`config.mk`:
```
export PLATFORM = sky130hd
export DESIGN_NAME = dmc_ctrl
export DESIGN_NICKNAME = d
export VERILOG_FILES = /design/src/core/dmc_pkg.sv /design/src/core/dmc_ctrl.sv
export SDC_FILE = /design/constraint.sdc
export NUM_CORES = 1
export LEC_CHECK = 0
export ABC_AREA = 1
export BUFFER_PORTS_ARGS = -buffer_cell sky130_fd_sc_hd__buf_2
export CAP_MARGIN = 20
export CORE_UTILIZATION = 55
export CTS_CLUSTER_SIZE = 30
export DETAILED_ROUTE_END_ITERATION = 8
export PLACE_DENSITY_LB_ADDON = 0.12
export SKIP_LAST_GASP = 1
export SYNTH_ARGS = -nofsm -noshare
export SYNTH_HDL_FRONTEND = slang
export SYNTH_SLANG_ARGS = --single-unit
export TNS_END_PERCENT = 1
```
`constraint.sdc`:
```
create_clock -name clk -period 2.5 [get_ports clk]
set_input_delay 0.75 -clock clk [delete_from_list [all_inputs] [get_ports clk]]
set_output_delay 0.75 -clock clk [all_outputs]
set_load 0.01 [all_outputs]
```
`src/core/dmc_pkg.sv`:
```
`default_nettype none

package dmc_pkg;

  // ==========================================================
  // Geometry
  localparam int unsigned ROW_W   = 8;
  localparam int unsigned COL_W   = 6;
  localparam int unsigned DATA_W  = 4;
  localparam int unsigned ROWS    = 256;
  localparam int unsigned CLK_MHZ = 100;

  // ==========================================================
  // Timing, in ns, and derived cycle counts (least times round up)
  localparam int unsigned T_RP_NS   = 120;
  localparam int unsigned T_RCD_NS  = 25;
  localparam int unsigned T_RAS_NS  = 200;
  localparam int unsigned T_CAS_NS  = 120;
  localparam int unsigned T_CP_NS   = 80;
  localparam int unsigned T_ACC_NS  = 200;
  localparam int unsigned T_GHD_NS  = 40;
  localparam int unsigned T_WP_NS   = 50;
  localparam int unsigned T_PWR_US  = 100;
  localparam int unsigned T_REF_MS  = 4;
  localparam int unsigned INIT_CYC  = 8;

  function automatic int unsigned ns2cyc(input int unsigned ns);
    int unsigned c;
    c = (ns * CLK_MHZ + 999) / 1000;
    return (c == 0) ? 1 : c;
  endfunction : ns2cyc

  localparam int unsigned C_RP   = ns2cyc(T_RP_NS);
  localparam int unsigned C_RCD  = ns2cyc(T_RCD_NS);
  localparam int unsigned C_RAS  = ns2cyc(T_RAS_NS);
  localparam int unsigned C_CAS  = ns2cyc(T_CAS_NS);
  localparam int unsigned C_CP   = ns2cyc(T_CP_NS);
  localparam int unsigned C_ACC  = ns2cyc(T_ACC_NS);
  localparam int unsigned C_GHD  = ns2cyc(T_GHD_NS);
  localparam int unsigned C_WP   = ns2cyc(T_WP_NS);
  localparam int unsigned C_PWR  = T_PWR_US * CLK_MHZ;
  // Longest time rounds down: spread 256 rows over 4 ms
  localparam int unsigned C_REF_INT = (T_REF_MS * 1000 * CLK_MHZ) / ROWS;

  localparam int unsigned CNT_W = 16;

  // ==========================================================
  // Types
  typedef enum logic [3:0] {
    DMC_PWR   = 4'h0,
    DMC_IDLE  = 4'h1,
    DMC_RAS   = 4'h3,
    DMC_CAS   = 4'h2,
    DMC_RDWT  = 4'h6,
    DMC_GHI   = 4'h7,
    DMC_WLOW  = 4'h5,
    DMC_CHI   = 4'h4,
    DMC_RHI   = 4'hc,
    DMC_PRE   = 4'hd
  } dmc_state_t;

  typedef struct packed {
    logic              we;
    logic [ROW_W-1:0]  row;
    logic [COL_W-1:0]  col;
    logic [DATA_W-1:0] wdata;
  } dmc_req_t;

  typedef struct packed {
    logic              ras_n;
    logic              cas_n;
    logic              w_n;
    logic              g_n;
    logic [ROW_W-1:0]  addr;
    logic [DATA_W-1:0] dq_o;
    logic [DATA_W-1:0] dq_oe_n;
  } dmc_pins_t;

endpackage : dmc_pkg

`default_nettype wire

```
`src/core/dmc_ctrl.sv`:
```
`timescale 1ns/1ns
`default_nettype none

module dmc_ctrl
  import dmc_pkg::*;
#(
  parameter int unsigned PWR_CYC = C_PWR
) (
  input  wire logic              clk,
  input  wire logic              nrst,
  input  wire logic              req_valid,
  input  wire dmc_req_t          req,
  input  wire logic              req_page,
  output logic                   req_ready,
  output logic                   rd_valid,
  output logic [DATA_W-1:0]      rd_data,
  output dmc_pins_t              pins,
  input  wire logic [DATA_W-1:0] dq_i
);

  // ==========================================================
  // Pin input synchroniser
  // Only the second stage is read; the first may still be settling
  logic [DATA_W-1:0] dq_s1_q, dq_s2_q;
  always_ff @(posedge clk or negedge nrst) begin
    if (!nrst) begin
      dq_s1_q <= '0;
      dq_s2_q <= '0;
    end else begin
      dq_s1_q <= dq_i;
      dq_s2_q <= dq_s1_q;
    end
  end

  // ==========================================================
  // State and registers
  dmc_state_t        st_q, st_d;
  logic [CNT_W-1:0]  cnt_q, cnt_d;
  logic [CNT_W-1:0]  ref_q;
  logic [ROW_W-1:0]  rrow_q;
  logic [3:0]        init_q;
  logic              refr_q, refr_d;
  dmc_req_t          cur_q;
  logic              open_q, open_d;
  dmc_pins_t         pins_d;
  logic              rdv_d;
  logic [DATA_W-1:0] rdd_d;

  wire logic cnt_done  = (cnt_q == '0);
  wire logic init_done = (init_q == 4'(INIT_CYC));
  wire logic ref_due   = (ref_q == '0) || !init_done;
  wire logic take      = req_valid && req_ready;
  wire logic page_hit  = open_q && req_valid && req_page
                         && (req.row == cur_q.row) && !ref_due;

  function automatic logic [CNT_W-1:0] ld(input int unsigned c);
    return CNT_W'(c - 1);
  endfunction : ld

  // ==========================================================
  // Sequencer
  always_comb begin
    st_d   = st_q;
    cnt_d  = cnt_done ? cnt_q : cnt_q - 1'b1;
    refr_d = refr_q;
    open_d = open_q;
    pins_d = pins;
    rdv_d  = 1'b0;
    rdd_d  = rd_data;
    case (st_q)
      DMC_PWR: begin
        pins_d.ras_n = 1'b1;
        if (cnt_done) st_d = DMC_IDLE;
      end
      DMC_IDLE: begin
        // Refresh wins over a waiting request, which stays pending
        if (cnt_done && (ref_due || req_valid)) begin
          refr_d       = ref_due;
          pins_d.addr  = ref_due ? rrow_q : req.row;
          pins_d.ras_n = 1'b0;
          st_d         = DMC_RAS;
          cnt_d        = ld(C_RCD);
        end
      end
      DMC_RAS: begin
        if (cnt_done) begin
          if (refr_q) begin
            st_d  = DMC_CHI;
            cnt_d = ld(C_RAS - C_RCD);
          end else begin
            // Column bits ride on A1..A6
            pins_d.addr    = {1'b0, cur_q.col, 1'b0};
            pins_d.w_n     = !cur_q.we;
            pins_d.dq_o    = cur_q.wdata;
            pins_d.dq_oe_n = cur_q.we ? '0 : '1;
            // Output enable stays high whenever the bus is driven
            pins_d.g_n     = cur_q.we;
            st_d           = DMC_CAS;
          end
        end
      end
      DMC_CAS: begin
        // One device: its column strobe is the select; nothing is decoded here
        pins_d.cas_n = 1'b0;
        st_d         = DMC_RDWT;
        cnt_d        = ld(cur_q.we ? C_CAS : C_ACC);
      end
      DMC_RDWT: begin
        if (cnt_done) begin
          if (!cur_q.we) begin
            // Sampling late in the window absorbs the synchroniser's two cycles
            rdv_d = 1'b1;
            rdd_d = dq_s2_q;
          end
          st_d = DMC_CHI;
        end
      end
      DMC_CHI: begin
        pins_d.cas_n   = 1'b1;
        pins_d.g_n     = 1'b1;
        pins_d.dq_oe_n = '1;
        pins_d.w_n     = 1'b1;
        // A page hit keeps the row open; a due refresh closes it first
        if (!refr_q && page_hit) begin
          st_d   = DMC_PRE;
          open_d = 1'b1;
          cnt_d  = ld(C_CP);
        end else begin
          st_d  = DMC_RHI;
          cnt_d = ld(C_RAS);
        end
      end
      DMC_PRE: begin
        if (cnt_done) st_d = DMC_RAS;
      end
      DMC_RHI: begin
        if (cnt_done) begin
          pins_d.ras_n = 1'b1;
          open_d       = 1'b0;
          st_d         = DMC_IDLE;
          cnt_d        = ld(C_RP);
        end
      end
      default: st_d = DMC_IDLE;
    endcase
    if (take && st_q == DMC_RHI && cnt_done) open_d = 1'b0;
    if (st_q == DMC_RAS && !refr_q && cnt_done) open_d = 1'b1;
  end

  // Requests are taken when a row opens, or on a page hit
  assign req_ready = ((st_q == DMC_IDLE) && cnt_done && !ref_due)
                     || ((st_q == DMC_CHI) && page_hit);

  // ==========================================================
  always_ff @(posedge clk or negedge nrst) begin
    if (!nrst) begin
      st_q    <= DMC_PWR;
      cnt_q   <= CNT_W'(PWR_CYC - 1);
      refr_q  <= 1'b0;
      open_q  <= 1'b0;
      cur_q   <= '0;
      rd_valid <= 1'b0;
      rd_data <= '0;
      pins    <= '{ras_n: 1'b1, cas_n: 1'b1, w_n: 1'b1, g_n: 1'b1,
                   addr: '0, dq_o: '0, dq_oe_n: '1};
    end else begin
      st_q     <= st_d;
      cnt_q    <= cnt_d;
      refr_q   <= refr_d;
      open_q   <= open_d;
      rd_valid <= rdv_d;
      rd_data  <= rdd_d;
      pins     <= pins_d;
      if (take) cur_q <= req;
    end
  end

  // ==========================================================
  // Refresh pacing: one row per interval, rows walk in order
  // The first eight refreshes are the init cycles; requests wait for them
  always_ff @(posedge clk or negedge nrst) begin
    if (!nrst) begin
      ref_q  <= CNT_W'(C_REF_INT - 1);
      rrow_q <= '0;
      init_q <= '0;
    end else begin
      if (st_q == DMC_RAS && refr_q && cnt_done) begin
        ref_q  <= CNT_W'(C_REF_INT - 1);
        rrow_q <= rrow_q + 1'b1;
        if (!init_done) init_q <= init_q + 1'b1;
      end else if (ref_q != '0) begin
        ref_q <= ref_q - 1'b1;
      end
    end
  end

endmodule : dmc_ctrl

`default_nettype wire

```
==> results by group, run 1 <==
Critical path
  • WS Path Type: reg -> out
  • Critical Path End Type: output pin
  • Startpoint types: flop
  • Signal arrival time at the worst endpoint: 1.74 ns
  • WP data required: 1.75 ns
  • Critical path peak fanout: 3

Floorplan
  • Chip Height: 100 um
  • I/O pins: 53
  • Starting Density: 56.9%
  • Num rows: 35
  • Total die area: 10000 sq um
  • Core Region: 9280 sq um
  • Die width: 100 um

Placement
  • Dpl hpwl: 8750 um
  • GPL Wtd Cong: 0.935
  • Post-DP Area: 5710 sq um
  • Port Buf Inserts: 52

Synth
  • Synth unique cells: 32
  • Syn Area/Cell: 7.69 sq um
  • Synthesized Nets: 721
  • Top cells by area, synth: dfrtp_1, nand2_1, dfstp_2
  • FF+latch count, synth: 98
  • Ys Warns: 0
  • Mapped Cells: 687
  • Seq/Total Area, Yosys: 46.8%
  • Mapped cell area: 5290 sq um
  • Area leader, netlist: dfrtp_1
  • Yosys top cell area share: 38.3%

Detailed routing
  • Routed len/inst: 13.3 um
  • DRC: 0
  • Via-to-Cell Ratio: 5.20
  • Final ANT Viol Nets: 0
  • First-pass DRT Iterations: 4
  • Iter 0 DRT Violations: 212
  • Wirelength, routed: 11900 um
  • Via count: 4624

Timing
  • Fin crit period: 2.49 ns
  • Hold slack: 0.299 ns
  • Fin. Hold Viols: 0
  • Final Setup Violations: 0
  • Worst slew pin tran: 0.576 ns
  • Rel. slew slack: 61.5%
  • Max Freq: 401 MHz
  • RSZ-0062 raised after global routing: true
  • Clk_skew: 0.0151 ns
  • Fin crit share: 99.8%
  • Slew Limit Fails: 0

GRT
  • Largest net degree at the start of global routing: 35
  • Global-route wire length before repair: 20700 um
  • Global route overflow: 0
  • Initial antenna violation count: 0
  • Vias in the first global route: 4605
  • Overall Global Routing Usage: 26.3%

CTS
  • Clk sinks: 98
  • CTS H-tree depth: 3
  • Hold buffers post-CTS: 0
  • Root buffer cell: clkbuf_8
  • CTS tree: yes
  • Worst-Skew Late Latency: 0.38 ns
  • Longest Clk Path Bufs: 2
  • Cts bufs inserted: 9
  • Reg clk slew, reported paths: 0.11 ns

Finish
  • Final Cell Area: 6020 sq um
  • Fraction of layout cells with a size suffix above 1: 20.0%
  • Layout Utilization: 64.9%
  • Final #Nets: 789
  • Fillers: 827
  • P&R area growth vs syn: 13.9%
  • Diodes inserted: 0

Power
  • Leakage: 3.28 nW
  • VDD IR max: 0.000371 V
  • Power per standard cell area: 460 nW/um^2

Run status
  • Status: complete, no violations

Min path
  • Worst hold path class: in -> async

Run
  • Max Cap Violations: 0
==> power by group <==
group | switching, W | internal [W] | total, W
clock network | 0.000646 | 0.000403 | 0.00105
registers | 0.0000123 | 0.00161 | 0.00162
logic | 0.0000668 | 0.0000354 | 0.000102
total | 0.000725 | 0.00205 | 0.00277
==> state kept, by name, indices dropped and copies added (netlist names), 4 cells and up <==
| register | count |
|---|---|
| pins | 16 |
| cur_q | 19 |
| dq_s1_q | 4 |
| init_q | 4 |
| dq_s2_q | 4 |
| ref_q | 16 |
| rrow_q | 8 |
| st_q | 4 |
| rd_data | 4 |
| cnt_q | 16 |
==> area by class of cell <==
type	instances	area, sq um	area share [%]
tap	129	161	2.68
clock inverter	7	81.3	1.35
sequential	98	2480	41.1
timing repair buffer	73	439	7.29
multi-input combinational	486	2410	40.0
clock buffer	9	124	2.06
inverter	87	332	5.51
==> synthesized netlist by cell type (all sizes together) <==
| master | number |
|---|---|
| dfrtp | 81 |
| nand3b | 1 |
| o31ai | 1 |
| a21oi | 11 |
| nor4 | 1 |
| dfstp | 17 |
| o2111ai | 1 |
| nor2 | 86 |
| clkbuf | 1 |
| buf | 15 |
| nand3 | 61 |
| o21ai | 24 |
| xor2 | 21 |
| nand4 | 16 |
| nand2 | 233 |
| a31oi | 1 |
| ha | 7 |
| nor3 | 9 |
| o211ai | 7 |
| inv | 87 |
| nor3b | 1 |
| xnor2 | 5 |
==> layer usage <==
layer / GRT usage, % / part of all wire, % / wire length (um)
met1: 33.7 / 45 / 5380
met5: 0 / 0 / 0
met4: 10.9 / 2.5 / 294
met3: 5.36 / 5.0 / 597
met2: 43.7 / 47 / 5590
==> cells in the final DEF, fill, tap and decap left out, types with 8 or more instances in the layout <==
cell type | Yosys | layout
inv_1 | 81 | 80
nand2_1 | 223 | 222
nor2_1 | 73 | 68
xor2_1 | 21 | 21
nor2_2 | 8 | 11
nand2_2 | 7 | 8
buf_2 | 4 | 50
nand4_1 | 16 | 16
o21ai_0 | 24 | 24
nand3_1 | 57 | 57
dfrtp_1 | 81 | 79
dfstp_2 | 17 | 17
buf_4 | 8 | 21
a21oi_1 | 11 | 11
clkbuf_8 | 0 | 9
==> what timing repair did <==
item | CTS | global route
setup buffers | 4 | 3
gates resized for setup | 11 | 6
endpoints found under the hold margin | 0 | 0
pin swaps | 4 | 1
setup endpoints to repair | 1 | 1
==> cells by family (layout without fill, tap and decap cells) <==
logic type               Yosys count  after routing  synth area share (%)
adder cells (fa/ha/maj)            7              7                  1.66
buffers and inverters            103            176                  8.40
flip-flops                        98             98                  46.8
XOR/XNOR                          26             26                  4.31
AND/OR/NAND/NOR                  408            408                  34.1
AO/OA/AOI/OAI                     45             45                  4.73
==> metrics by stage <==
stage / power (W) / cells / worst slack, ns / TNS, ns
global route: 0.00288 / 889 / -0.101 / -0.101
detailed placement: 0.00175 / 866 / 0.0777 / 0
CTS: 0.00281 / 886 / 0.00221 / 0
floorplan: 0.00168 / 687 / 0.199 / 0
finish: 0.00277 / 889 / 0.00604 / 0
global placement: 0.00175 / 866 / 0.125 / 0
==> worst max-delay path, stage by stage (launching register included) <==
cell	delay, ns
dfstp_2	0.39
inv_1	0.10
ha_2	0.20
nand2_2	0.07
nor2_4	0.14
nand2_4	0.08
nor2_4	0.10
nand2_1	0.08
nand2_2	0.10
buf_6	0.10
==> final timing paths <==
| path | depth (start not counted) | slack [ns] | from | to |
|---|---|---|---|---|
| max | 9 | 0.006 | cnt_q[0] | req_ready |
| min | 1 | 0.30 | nrst | refr_q |
| max reg2reg | 9 | 0.36 | cnt_q[0] | init_q[0] |
| min reg2reg | 0 | 0.36 | dq_s1_q[0] | dq_s2_q[0] |
| max in group asynchronous | 2 | 1.52 | nrst | pins[16] |
| min in group clk | 0 | 0.36 | dq_s1_q[0] | dq_s2_q[0] |
(Power assumes the default switching activity.)
==> inputs of run 2 (changes only) <==
REMOVE_ABC_BUFFERS = 1   (was default)
==> results by group, run 2 (same netlist as run 1, synthesis figures left out) <==
Run status
  • Status: complete, no violations

Finish
  • Commonest non-fill, non-tap cell in the layout: nand2_1
  • Final Cell Area: 5990 sq um (-0.54%)
  • Most flop-heavy register: cur_q
  • P&R area growth vs syn: 13.3%
  • Commonest cells after routing, fill and taps aside: nand2_1, dfrtp_1, inv_1
  • Diodes inserted: 0 (unchanged)
  • Fraction of layout cells with a size suffix above 1: 19.3% (-0.69 points)
  • Final #Nets: 785 (-0.51%)
  • Number of flip-flops in the largest register: 19 (unchanged)
  • Fillers: 862 (+4.2%)

Timing
  • Rel. slew slack: 65.0% (+3.5 points)
  • RSZ-0062 raised after global routing: true
  • Fin crit period: 2.45 ns (-0.0398 ns)
  • Worst slew pin tran: 0.520 ns (-0.0561 ns)
  • Setup ws final: 0.0458 ns (+0.0398 ns)
  • Final Setup Violations: 0 (unchanged)
  • Clk_skew: 0.0172 ns (+0.00218 ns)
  • Max Freq: 407 MHz (+1.6%)
  • Post-route setup TNS: 0 ns (unchanged)
  • Slew Limit Fails: 0 (unchanged)
  • Fin. Hold Viols: 0 (unchanged)
  • Fin crit share: 98.2% (-1.6 points)

Critical path
  • Critical Path End Type: output pin
  • Critical Path Start: cnt_q[1]
  • Critical path peak fanout: 6 (+3)
  • Signal arrival time at the worst endpoint: 1.70 ns (-0.04 ns)
  • RR Startpoint: cnt_q[0]
  • WP data required: 1.75 ns (about the same)
  • WS Path Type: reg -> out
  • Startpoint types: flop

CTS
  • CTS tree: yes
  • Worst-Skew Late Latency: 0.37 ns (about the same)
  • Cts bufs inserted: 9 (unchanged)
  • Root buffer cell: clkbuf_8
  • Longest Clk Path Bufs: 2 (unchanged)
  • Reg clk slew, reported paths: 0.11 ns (about the same)
  • CTS H-tree depth: 3 (unchanged)
  • Hold buffers post-CTS: 0 (unchanged)
  • Clk sinks: 98 (unchanged)

Detailed routing
  • Met2 WL: 5400 um (-3.4%)
  • Wire length on met1: 5370 um (-0.26%)
  • Iter 0 DRT Violations: 201 (-5.2%)
  • Max Used Layer: met4
  • Routed len/inst: 12.9 um (-3.0%)
  • Via-to-Cell Ratio: 5.13 (-1.4%)
  • First-pass DRT Iterations: 4 (unchanged)
  • Via count: 4537 (-1.9%)
  • DRC: 0 (unchanged)
  • WL met3: 496 um (-17%)
  • Wirelength, routed: 11400 um (-3.5%)
  • Final ANT Viol Nets: 0 (unchanged)

Floorplan
  • Die width: 100 um (unchanged)
  • Total die area: 10000 sq um (unchanged)
  • Num rows: 35 (unchanged)
  • Chip Height: 100 um (unchanged)
  • Starting Density: 56.9% (unchanged)
  • I/O pins: 53 (unchanged)
  • Core Region: 9280 sq um (unchanged)

Placement
  • GPL Wtd Cong: 0.869 (-7.0%)
  • Port Buf Inserts: 52 (unchanged)
  • Dpl hpwl: 8360 um (-4.5%)
  • Post-DP Area: 5700 sq um (-0.13%)
  • Pre-CTS setup slack: 0.0355 ns (-0.0423 ns)

Power
  • Pwr Total: 0.00272 W (-1.7%)
  • VDD IR max: 0.000311 V (-16%)
  • Power per standard cell area: 455 nW/um^2 (-1.2%)
  • Leakage: 3.25 nW (-0.74%)

Run
  • Max Cap Violations: 0 (unchanged)

GRT
  • Global-route wire length before repair: 19600 um (-5.5%)
  • Global route overflow: 0 (unchanged)
  • Vias in the first global route: 4305 (-6.5%)
  • Initial antenna violation count: 0 (unchanged)
  • Overall Global Routing Usage: 24.7% (-1.6 points)
  • Largest net degree at the start of global routing: 45 (+29%)

Min path
  • Worst hold path class: in -> async
run 2: path summary, 6_finish.rpt:
kind | slack, ns | cells past startpoint | endpoint
max in group asynchronous | 1.47 | 2 | ref_q[9]
min in group clk | 0.36 | 0 | dq_s2_q[1]
max | 0.05 | 9 | req_ready
min reg2reg | 0.36 | 0 | dq_s2_q[1]
max reg2reg | 0.39 | 9 | init_q[0]
min | 0.34 | 1 | rrow_q[3]
run 2: power breakdown:
part           leakage [nW]  switching, W  total (W)  internal, W
registers              1.20     0.0000126    0.00162      0.00161
clock network        0.0995      0.000611    0.00100     0.000392
logic                  1.96     0.0000662   0.000101    0.0000344
run 2: worst max-delay path: stages (launching register included):
cell,delay (ns)
dfstp_2,0.55
inv_1,0.06
ha_4,0.18
nand2_2,0.12
nor2_4,0.06
nand2_4,0.08
nor2_4,0.04
nand2_2,0.07
nand2_2,0.06
buf_6,0.12
run 2: cell type report:
cell class | count | area [sq um] | share of cell area, %
clock buffer | 9 | 124 | 2.07
inverter | 87 | 329 | 5.49
sequential | 98 | 2470 | 41.3
tap | 129 | 161 | 2.69
multi-input combinational | 486 | 2420 | 40.4
timing repair buffer | 69 | 409 | 6.83
clock inverter | 7 | 71.3 | 1.19
run 2: what timing repair did:
item                                   4_1_cts  5_1_grt
pin swaps                                    3        5
setup endpoints to repair                    1        1
resized for setup                            9        7
endpoints found under the hold margin        0        0
setup buffers                                1        3
run 2: per-stage QoR:
| step | hold slack [ns] | cells | util [%] |
|---|---|---|---|
| after floorplan | 0.331 | 671 | - |
| after global placement | 0.333 | 865 | 61.4 |
| after detailed placement | 0.340 | 865 | 61.4 |
| after CTS | 0.331 | 882 | 64.0 |
| after global routing | 0.349 | 885 | 64.5 |
| final | 0.337 | 885 | 64.5 |
run 2: layer usage:
| layer | up-vias | global-route usage, % |
|---|---|---|
| li1 | 2279 | - |
| met1 | 2131 | 34.0 |
| met2 | 110 | 39.6 |
| met3 | 17 | 4.60 |
| met4 | 0 | 8.47 |
| met5 | - | 0 |
